## src/hw/supervisor_pkg.sv

```systemverilog
package supervisor_pkg;

  // ----------------------------------------------------------------
  // retry configuration field positions (per channel, 4 bits)
  // ----------------------------------------------------------------
  localparam int unsigned RETRY_EN_BIT     = 0;
  localparam int unsigned RETRY_UNLIM_BIT  = 1;
  localparam int unsigned RETRY_PER_LO_BIT = 2;
  localparam int unsigned RETRY_PER_HI_BIT = 3;
  localparam logic [3:0]  RETRY_CFG_RESET  = 4'h0;

  // ----------------------------------------------------------------
  // retry counter
  // ----------------------------------------------------------------
  localparam logic [3:0] RETRY_CNT_RESET = 4'h0;
  localparam logic [3:0] RETRY_CNT_FULL  = 4'hf;

  // ----------------------------------------------------------------
  // status bits
  // ----------------------------------------------------------------
  localparam int unsigned STAT_RFULL0_BIT = 4;
  localparam int unsigned STAT_RFULL1_BIT = 5;
  localparam int unsigned STAT_POR_BIT    = 6;
  localparam logic [7:0]  STATUS_RESET    = 8'h00;

  // ----------------------------------------------------------------
  // timing: clock rate and retry periods
  // ----------------------------------------------------------------
  localparam int unsigned CLOCK_HZ      = 25_000_000;
  localparam int unsigned RETRY_P0_US   = 8;
  localparam int unsigned RETRY_P1_US   = 16;
  localparam int unsigned RETRY_P2_US   = 32;
  localparam int unsigned RETRY_P3_US   = 64;
  localparam int unsigned CYC_PER_US    = CLOCK_HZ / 1_000_000;
  localparam logic [15:0] RETRY_P0_CYC  = 16'(RETRY_P0_US * CYC_PER_US);
  localparam logic [15:0] RETRY_P1_CYC  = 16'(RETRY_P1_US * CYC_PER_US);
  localparam logic [15:0] RETRY_P2_CYC  = 16'(RETRY_P2_US * CYC_PER_US);
  localparam logic [15:0] RETRY_P3_CYC  = 16'(RETRY_P3_US * CYC_PER_US);
  localparam logic [15:0] TIMER_ZERO    = 16'h0000;
  localparam logic [15:0] TIMER_ONE     = 16'h0001;

  typedef enum logic [3:0] {
    CH_ON      = 4'b0001,
    CH_WAIT    = 4'b0010,
    CH_TIMING  = 4'b0100,
    CH_LATCHED = 4'b1000
  } ch_state_t;

endpackage

```

## src/hw/fault_supervisor.sv

```systemverilog
`timescale 1ns/100ps
// Operation
// - logic supply fail with enable set: fail-safe, registers to reset
// - fail-safe: channels follow direct inputs when power supply normal
// - without logic supply, faults still reach the fault pin
// - logic supply fail with enable clear: keep last configuration
// - power undervoltage with logic supply good: link stays operational
// - either supply rising alone past threshold sets power-on flag
// - wake transition with a supply already up sets power-on flag
// - power recovering while logic supply stayed up: no power-on reset
// - retry condition: overcurrent, short, overtemp or undervoltage
// - undervoltage and overtemp retries wait for cause to go
// - retry disabled: latchable fault latches channel off at once
// - retry enabled when enable bit equals channel load config
// - retry depends on config bits and remaining retry count
// - retry starts only with fault control high and condition true, or when unlimited is set on a latched channel
// - channel back on after retry period selected by two bits
// - fault gone early: fault pin high, count kept, fault bit kept
// - system ground loss: both off; load ground loss: open-load flag
// - device ground high: link lost and fail-safe entered
// - after fifteen retries full flag set, one more then latch
// - delatch may turn channel on, counter unchanged
// - unlimited retries never latch off
module fault_supervisor
  import supervisor_pkg::*;
(
  input  wire logic       clock,
  input  wire logic       rst_n,
  input  wire logic       logic_supply_fail,
  input  wire logic       logic_supply_por,
  input  wire logic       power_supply_por,
  input  wire logic       power_uv,
  input  wire logic       supply_fail_en,
  input  wire logic       wake_reset_n,
  input  wire logic [1:0] direct_in,
  input  wire logic [1:0] spi_on,
  input  wire logic [1:0] channel_load_config,
  input  wire logic [7:0] retry_cfg,
  input  wire logic [1:0] fault_control,
  input  wire logic [1:0] overcurrent_flag,
  input  wire logic [1:0] severe_short_flag,
  input  wire logic [1:0] overtemp_flag,
  input  wire logic       undervoltage_flag,
  input  wire logic [1:0] diag_fault,
  input  wire logic [1:0] delatch,
  input  wire logic       system_gnd_loss,
  input  wire logic       load_gnd_loss,
  input  wire logic       device_gnd_high,
  input  wire logic       status_read,
  output logic [1:0]      hs_on,
  output logic            fault_flag_n,
  output logic            failsafe,
  output logic            spi_active,
  output logic [7:0]      status_reg,
  output logic [7:0]      retry_count,
  output logic [1:0]      fault_bit,
  output logic            open_load_flag,
  output logic [1:0]      retry_pulse
);

  // ----------------------------------------------------------------
  // state
  // ----------------------------------------------------------------
  typedef struct packed {
    logic       fs;
    logic       vdd_por_prev;
    logic       vpwr_por_prev;
    logic       wake_prev;
    logic [7:0] stat;
    logic [1:0] fbit;
    logic       olf;
    logic [1:0] hs;
    logic       flag_n;
    logic       spi;
    logic [7:0] cnt;
    logic [1:0] pulse;
  } top_regs_t;

  top_regs_t s_q;
  top_regs_t s_d;

  logic [1:0] ch_enable;
  logic [1:0] ch_latched;
  logic [1:0] ch_full;
  logic [1:0] ch_pulse;
  logic [7:0] ch_cnt;
  logic [1:0] retry_cond;
  logic [1:0] latch_src;
  logic       clear_regs;
  logic       wake_now;
  logic [7:0] cfg_eff;

  // ----------------------------------------------------------------
  // retry channels
  // ----------------------------------------------------------------
  // a fail-safe entry wipes configuration back to reset values
  // built from the inputs, not from s_d, so no loop through the state
  assign clear_regs = (device_gnd_high |
                       (logic_supply_fail & supply_fail_en)) & ~s_q.fs;
  assign cfg_eff    = s_q.fs ? {RETRY_CFG_RESET, RETRY_CFG_RESET}
                             : retry_cfg;
  assign retry_cond = overcurrent_flag | severe_short_flag |
                      overtemp_flag | {2{undervoltage_flag}};
  assign latch_src  = overtemp_flag | {2{undervoltage_flag}};

  genvar g;
  generate
    for (g = 0; g < 2; g++) begin : g_ch
      retry_channel u_ch (
        .clock         (clock),
        .rst_n         (rst_n),
        .clear         (clear_regs),
        .load_config   (channel_load_config[g]),
        .retry_cfg     (cfg_eff[4*g +: 4]),
        .fault_control (fault_control[g]),
        .retry_cond    (retry_cond[g]),
        .cause_slow    (latch_src[g]),
        .delatch       (delatch[g]),
        .ch_enable     (ch_enable[g]),
        .latched       (ch_latched[g]),
        .retry_count   (ch_cnt[4*g +: 4]),
        .retry_full    (ch_full[g]),
        .retry_pulse   (ch_pulse[g])
      );
    end
  endgenerate

  assign wake_now = wake_reset_n | (|direct_in);

  // ----------------------------------------------------------------
  // supervision
  // ----------------------------------------------------------------
  always_comb begin
    s_d               = s_q;
    s_d.vdd_por_prev  = logic_supply_por;
    s_d.vpwr_por_prev = power_supply_por;
    s_d.wake_prev     = wake_now;
    s_d.pulse         = ch_pulse;
    s_d.cnt           = ch_cnt;
    // fail-safe on logic supply loss only if the enable is set in the same cycle
    if (logic_supply_fail && supply_fail_en) begin
      s_d.fs = 1'b1;
    end else if (!logic_supply_fail && !device_gnd_high) begin
      s_d.fs = 1'b0;
    end
    if (device_gnd_high) begin
      s_d.fs = 1'b1;
    end
    // link stays up under power undervoltage; lost on ground lift
    s_d.spi = ~device_gnd_high & ~logic_supply_fail;
    // power-on flag: one supply rising while the other is down
    if ((power_supply_por && !s_q.vpwr_por_prev && !logic_supply_por &&
         !s_q.vdd_por_prev) ||
        (logic_supply_por && !s_q.vdd_por_prev && !power_supply_por &&
         !s_q.vpwr_por_prev)) begin
      s_d.stat[STAT_POR_BIT] = 1'b1;
    end else if (status_read) begin
      s_d.stat[STAT_POR_BIT] = 1'b0;
    end
    if (wake_now && !s_q.wake_prev &&
        (s_q.vpwr_por_prev || s_q.vdd_por_prev)) begin
      s_d.stat[STAT_POR_BIT] = 1'b1;
    end
    s_d.stat[STAT_RFULL0_BIT] = ch_full[0];
    s_d.stat[STAT_RFULL1_BIT] = ch_full[1];
    // fault bit is sticky; set wins over the read clear
    if (status_read && !(|retry_cond)) begin
      s_d.fbit = 2'b00;
    end
    s_d.fbit = s_d.fbit | (retry_cond & fault_control);
    if (load_gnd_loss) begin
      s_d.olf = 1'b1;
    end else if (status_read) begin
      s_d.olf = 1'b0;
    end
    // channel drive
    if (s_d.fs) begin
      s_d.hs = power_uv ? 2'b00 : direct_in;
    end else begin
      s_d.hs = spi_on & ch_enable;
    end
    s_d.hs = s_d.hs & ch_enable;
    if (system_gnd_loss) begin
      s_d.hs = 2'b00;
    end
    // fault pin reports live faults whatever the logic supply does
    s_d.flag_n = ~(|((retry_cond & fault_control) | ch_latched |
                    diag_fault) | load_gnd_loss);
    if (clear_regs) begin
      s_d.fbit = 2'b00;
      s_d.stat = STATUS_RESET;
    end
  end

  always_ff @(posedge clock) begin
    if (!rst_n) begin
      s_q.fs            <= 1'b0;
      s_q.vdd_por_prev  <= 1'b0;
      s_q.vpwr_por_prev <= 1'b0;
      // idle level of the wake pin, so release gives no false wake edge
      s_q.wake_prev     <= 1'b1;
      s_q.stat          <= STATUS_RESET;
      s_q.fbit          <= 2'b00;
      s_q.olf           <= 1'b0;
      s_q.hs            <= 2'b00;
      s_q.flag_n        <= 1'b1;
      s_q.spi           <= 1'b0;
      s_q.cnt           <= 8'h00;
      s_q.pulse         <= 2'b00;
    end else begin
      s_q <= s_d;
    end
  end

  assign hs_on          = s_q.hs;
  assign fault_flag_n   = s_q.flag_n;
  assign failsafe       = s_q.fs;
  assign spi_active     = s_q.spi;
  assign status_reg     = s_q.stat;
  assign retry_count    = s_q.cnt;
  assign fault_bit      = s_q.fbit;
  assign open_load_flag = s_q.olf;
  assign retry_pulse    = s_q.pulse;

endmodule // fault_supervisor

```

## src/hw/retry_channel.sv

```systemverilog
`timescale 1ns/100ps
module retry_channel
  import supervisor_pkg::*;
(
  input  wire logic       clock,
  input  wire logic       rst_n,
  input  wire logic       clear,
  input  wire logic       load_config,
  input  wire logic [3:0] retry_cfg,
  input  wire logic       fault_control,
  input  wire logic       retry_cond,
  input  wire logic       cause_slow,
  input  wire logic       delatch,
  output logic            ch_enable,
  output logic            latched,
  output logic [3:0]      retry_count,
  output logic            retry_full,
  output logic            retry_pulse
);

  typedef struct packed {
    ch_state_t   st;
    logic [15:0] timer;
    logic [3:0]  cnt;
    logic        full;
    logic        used;
    logic        pulse;
    logic        en_prev;
    logic        unl_prev;
  } ch_regs_t;

  ch_regs_t r_q;
  ch_regs_t r_d;
  logic     retry_en;
  logic     fault_now;

  function automatic logic [15:0] period_cycles(input logic [1:0] sel);
    unique case (sel)
      2'b00:   period_cycles = RETRY_P0_CYC;
      2'b01:   period_cycles = RETRY_P1_CYC;
      2'b10:   period_cycles = RETRY_P2_CYC;
      default: period_cycles = RETRY_P3_CYC;
    endcase
  endfunction

  assign retry_en  = (retry_cfg[RETRY_EN_BIT] == load_config);
  assign fault_now = fault_control & retry_cond;

  always_comb begin
    r_d          = r_q;
    r_d.pulse    = 1'b0;
    r_d.en_prev  = retry_en;
    r_d.unl_prev = retry_cfg[RETRY_UNLIM_BIT];
    unique case (r_q.st)
      CH_ON: begin
        if (fault_now) begin
          if (!retry_en) begin
            r_d.st = CH_LATCHED;
          end else if (!r_q.used || retry_cfg[RETRY_UNLIM_BIT]) begin
            r_d.st = cause_slow ? CH_WAIT : CH_TIMING;
            r_d.timer = period_cycles(retry_cfg[3:2]);
          end else begin
            r_d.st = CH_LATCHED;
          end
        end
      end
      CH_WAIT: begin
        // undervoltage or overtemperature: hold off until cause gone
        if (!cause_slow) begin
          r_d.st = CH_TIMING;
        end
      end
      CH_TIMING: begin
        if (r_q.timer <= TIMER_ONE) begin
          r_d.st    = CH_ON;
          r_d.pulse = 1'b1;
          if (!retry_cfg[RETRY_UNLIM_BIT]) begin
            // full already set: this was the one extra retry allowed
            if (r_q.full) begin
              r_d.used = 1'b1;
            end
            if (r_q.cnt == RETRY_CNT_FULL - 4'h1) begin
              r_d.full = 1'b1;
            end
            if (r_q.cnt != RETRY_CNT_FULL) begin
              r_d.cnt = r_q.cnt + 4'h1;
            end
          end
        end else begin
          r_d.timer = r_q.timer - TIMER_ONE;
        end
      end
      CH_LATCHED: begin
      end
    endcase
    // delatch turns channel on but leaves the counter alone
    if (delatch && r_q.st != CH_ON) begin
      r_d.st = CH_ON;
    end
    // switching to unlimited or disabling resets the counter
    if ((retry_cfg[RETRY_UNLIM_BIT] && !r_q.unl_prev) ||
        (!retry_en && r_q.en_prev)) begin
      r_d.cnt  = RETRY_CNT_RESET;
      r_d.full = 1'b0;
      r_d.used = 1'b0;
      if (r_q.st == CH_LATCHED && retry_en) begin
        r_d.st    = CH_TIMING;
        r_d.timer = period_cycles(retry_cfg[3:2]);
      end
    end
    if (retry_cfg[RETRY_UNLIM_BIT] && r_q.st == CH_LATCHED &&
        retry_en) begin
      r_d.st = CH_TIMING;
      r_d.timer = period_cycles(retry_cfg[3:2]);
    end
    if (clear) begin
      r_d.st   = CH_ON;
      r_d.cnt  = RETRY_CNT_RESET;
      r_d.full = 1'b0;
      r_d.used = 1'b0;
    end
  end

  always_ff @(posedge clock) begin
    if (!rst_n) begin
      r_q.st       <= CH_ON;
      r_q.timer    <= TIMER_ZERO;
      r_q.cnt      <= RETRY_CNT_RESET;
      r_q.full     <= 1'b0;
      r_q.used     <= 1'b0;
      r_q.pulse    <= 1'b0;
      r_q.en_prev  <= 1'b0;
      r_q.unl_prev <= 1'b0;
    end else begin
      r_q <= r_d;
    end
  end

  assign ch_enable   = (r_q.st == CH_ON);
  assign latched     = (r_q.st == CH_LATCHED);
  assign retry_count = r_q.cnt;
  assign retry_full  = r_q.full;
  assign retry_pulse = r_q.pulse;

endmodule // retry_channel

```

## config.mk

```make
export PLATFORM = sky130hd
export DESIGN_NAME = fault_supervisor
export DESIGN_NICKNAME = d
export VERILOG_FILES = /design/src/hw/supervisor_pkg.sv /design/src/hw/fault_supervisor.sv /design/src/hw/retry_channel.sv
export SDC_FILE = /design/constraint.sdc
export NUM_CORES = 1
export LEC_CHECK = 0
export ABC_AREA = 1
export BUFFER_PORTS_ARGS = -buffer_cell sky130_fd_sc_hd__buf_2
export CORE_UTILIZATION = 58
export CTS_CLUSTER_SIZE = 14
export DETAILED_ROUTE_END_ITERATION = 10
export GPL_ROUTABILITY_DRIVEN = 0
export PLACE_DENSITY = 0.79
export SYNTH_ARGS = -nofsm -noshare
export SYNTH_HDL_FRONTEND = slang
export SYNTH_SLANG_ARGS = --single-unit
```

## constraint.sdc

```tcl
create_clock -name clock -period 2.2 [get_ports clock]
set_clock_uncertainty 0.05 [all_clocks]
set_input_delay 0.11 -clock clock [delete_from_list [all_inputs] [get_ports clock]]
set_output_delay 0.11 -clock clock [all_outputs]
set_load 0.03 [all_outputs]
```

==> flow_summary.ini <==
[worst_setup_path]
critPathLaunch = g_ch[0].u_ch.r_q[9]
crit_arrival_ns = 2.10
worstSetupEndpoint = g_ch[0].u_ch.retry_count[3]
r2r_start = g_ch[0].u_ch.r_q[9]
r2r_cells = 10
critPathLaunchType = register
rrSetupSlack_ns = 0.29
worstPathMaxFanout = 7
r2r_end = g_ch[0].u_ch.retry_count[3]
required_ns = 2.38
end_kind = register
crit_type = register to register

[timing]
rsz0062_at_grt = no
min_period_ns = 1.913
finalHoldViolCount = 0
setup_viol = 0
slew_headroom_pct = 66.64
fin_ws_ns = 0.2866
period_share_pct = 86.97
worstMarginPinSlew_ns = 0.4982
fmax_mhz = 522.6
drv_slew = 0
fin_tns_setup_ns = 0

[yosys]
synth_top_flop_cell = dfxtp_1
synth_area_leaders = dfxtp_1 (31%), nand2_1 (12%), nand3_1 (7.0%)
yosys-top-cells-count = nand2_1 (174), inv_1 (95), dfxtp_1 (82)
avgSynthCellArea_um2 = 6.766
yosysTopAreaCell = dfxtp_1
synthCells = 776
synth.most_common_cell = nand2_1
yosysUniqueCellTypes = 45
ys_ff_latch = 82
synth_edf_count = 0
yosysTopAreaCellShare_pct = 31.27
synth-seq-area-share_pct = 31.27
synthArstFlopShare_pct = 0
netlist_area_um2 = 5250
yosys_warnings = 0

[finish]
nNetsFinal = 891
largest_reg_flops = 46
fin_util_pct = 66.28
regMostFlops = g_ch.u_ch.r_q
n_antenna_cell = 0
syn2layout_area_growth_pct = 10.63
fin_cells = 949
drive_above_1_share_pct = 17.72

[power]
switching_share_pct = 41.48
power_switching_mw = 1.767
leakagePower_nw = 3.006
clock_power_share_pct = 24.2
p_per_area_nw_per_um2 = 733.4
pwr-share-comb_pct = 37.2
ir_worst_vdd_v = 0.0004027
internal-power_mw = 2.493
seq_power_share_pct = 38.6

[detailed_routing]
first_pass_iters = 5
drt_wl_total_mm = 13.40
detail-route-antenna-nets = 0
drc = 0
vias_per_cell = 5.542
wl_per_cell_um = 14.12
vias = 5259
drt-initial-drc-count = 224

[clock_tree]
numCtsBuffers = 9
clockBufferDepth = 2
cts_max_level = 3
insertion_delay_ns = 0.36
cts-root-buf = clkbuf_8
path_clk_slew_ns = 0.09
cts.sinks = 82
cts_tree = done
cts_setup_buffers = 0

[grt]
grt_use_met1_pct = 33.84
grt_max_degree = 23
use_met2_pct = 52.65
grt_pass1_vias = 5020
grt_pass1_wl_mm = 22.65
use_met3_pct = 4.532
grt-busiest-layer = met2
overflow = 0
grtUsageTotal_pct = 29.04
antenna_found_initial = 0

[status]
outcome = complete, no violations

[worst_hold_path]
min_path_type = input pin to register

[floorplanning]
std_cell_rows = 34
fp.dieArea_um2 = 9436
core_um2 = 8763
ios = 65
fp.dieW_um = 97.14
die_y_um = 97.14
start_util_pct = 59.91

[place]
port_buffers = 59
dp_hpwl_mm = 10.07
dp_cells = 921
place_ws_ns = 0.3393

[run]
maxCapViolations = 0
-- routing by layer --
layer	share of wire [%]	vias to the layer above	routed length, µm
li1	-	2612	-
met1	40	2436	5367
met2	52	182	6952
met3	5.7	29	769
met4	2.3	0	311
met5	0	-	0
-- power by group through the flow --
stage / Sequential [mW] / Clock [mW] / Combinational [mW]
floorplan: 1.66 / 0 / 1.21
global placement: 1.67 / 0 / 1.51
detailed placement: 1.67 / 0 / 1.54
CTS: 1.64 / 1.05 / 1.56
global route: 1.65 / 1.10 / 1.76
finish: 1.64 / 1.03 / 1.59
-- critical path: stages (launching register included) --
cell     delay [ns]
dfxtp_1        0.33
inv_1          0.15
ha_1           0.27
nand2_2        0.11
nor2_2         0.17
o21ai_2        0.08
buf_4          0.16
nor2_4         0.15
nand3_1        0.15
nand2_1        0.10
a21oi_1        0.06
-- layout make-up --
class / instances / area (µm²)
Multi-Input combinational cell: 559 / 2980
Clock inverter: 6 / 50.05
Clock buffer: 10 / 127.6
Timing Repair Buffer: 78 / 467.9
Fill cell: 746 / 2955
Tap cell: 108 / 135.1
Sequential cell: 82 / 1642
Inverter: 106 / 405.4
-- cell usage in the layout, fill, tap and decap left out, types with 4 or more instances in the layout --
master,count
nand2_1,174
inv_1,95
dfxtp_1,82
nor2_1,78
nand3_1,73
buf_2,59
a21oi_1,41
o21ai_0,28
nand4_1,25
nand2_2,19
ha_1,16
nor2_2,15
dlygate4sd3_1,12
nor3_1,9
o21ai_1,9
clkbuf_8,9
xnor2_1,7
a31oi_1,7
inv_2,7
buf_4,7
nand2_4,6
xor2_1,5
conb_1,5
o31ai_1,4
nor2_8,4
o21bai_1,4
nand3_2,4
-- worst min path at each step --
| stage | start | endpoint | slack (ns) | cells after the start |
|---|---|---|---|---|
| floorplan | logic_supply_fail | spi_active | 0.14 | 1 |
| global placement | logic_supply_fail | spi_active | 0.24 | 2 |
| detailed placement | logic_supply_fail | spi_active | 0.24 | 2 |
| CTS | retry_cfg[1] | g_ch[0].u_ch.r_q[0] | 0.02 | 3 |
| global route | retry_cfg[1] | g_ch[0].u_ch.r_q[0] | 0.03 | 3 |
| finish | power_uv | hs_on[1] | 0.04 | 3 |
-- repair_timing --
action	CTS	global route
hold buffers	12	0
resized for setup	0	0
endpoints found under the hold margin	9	0
-- through the flow --
stage | power [mW] | hold slack (ns) | cell area (µm²)
after floorplan | 2.864 | 0.1368 | 5265
after global placement | 3.175 | 0.2389 | 5510
after detailed placement | 3.209 | 0.2440 | 5510
after CTS | 4.251 | 0.01944 | 5808
after global routing | 4.513 | 0.03190 | 5808
final | 4.259 | 0.03994 | 5808
-- logic make-up (layout without fill, tap and decap cells) --
logic type / count (synthesis) / in the layout / share of synthesized area [%]
other: 1 / 5 / 0.07143
adders and majority gates: 16 / 16 / 3.813
DFF: 82 / 82 / 31.27
buffers and inverters: 139 / 200 / 12.25
and+or+nand+nor: 422 / 422 / 39.20
xor gates and xnor gates: 12 / 12 / 2.002
AOI/OAI and AO/OA: 104 / 104 / 11.39
No activity file was read; power rests on OpenSTA's default activity.
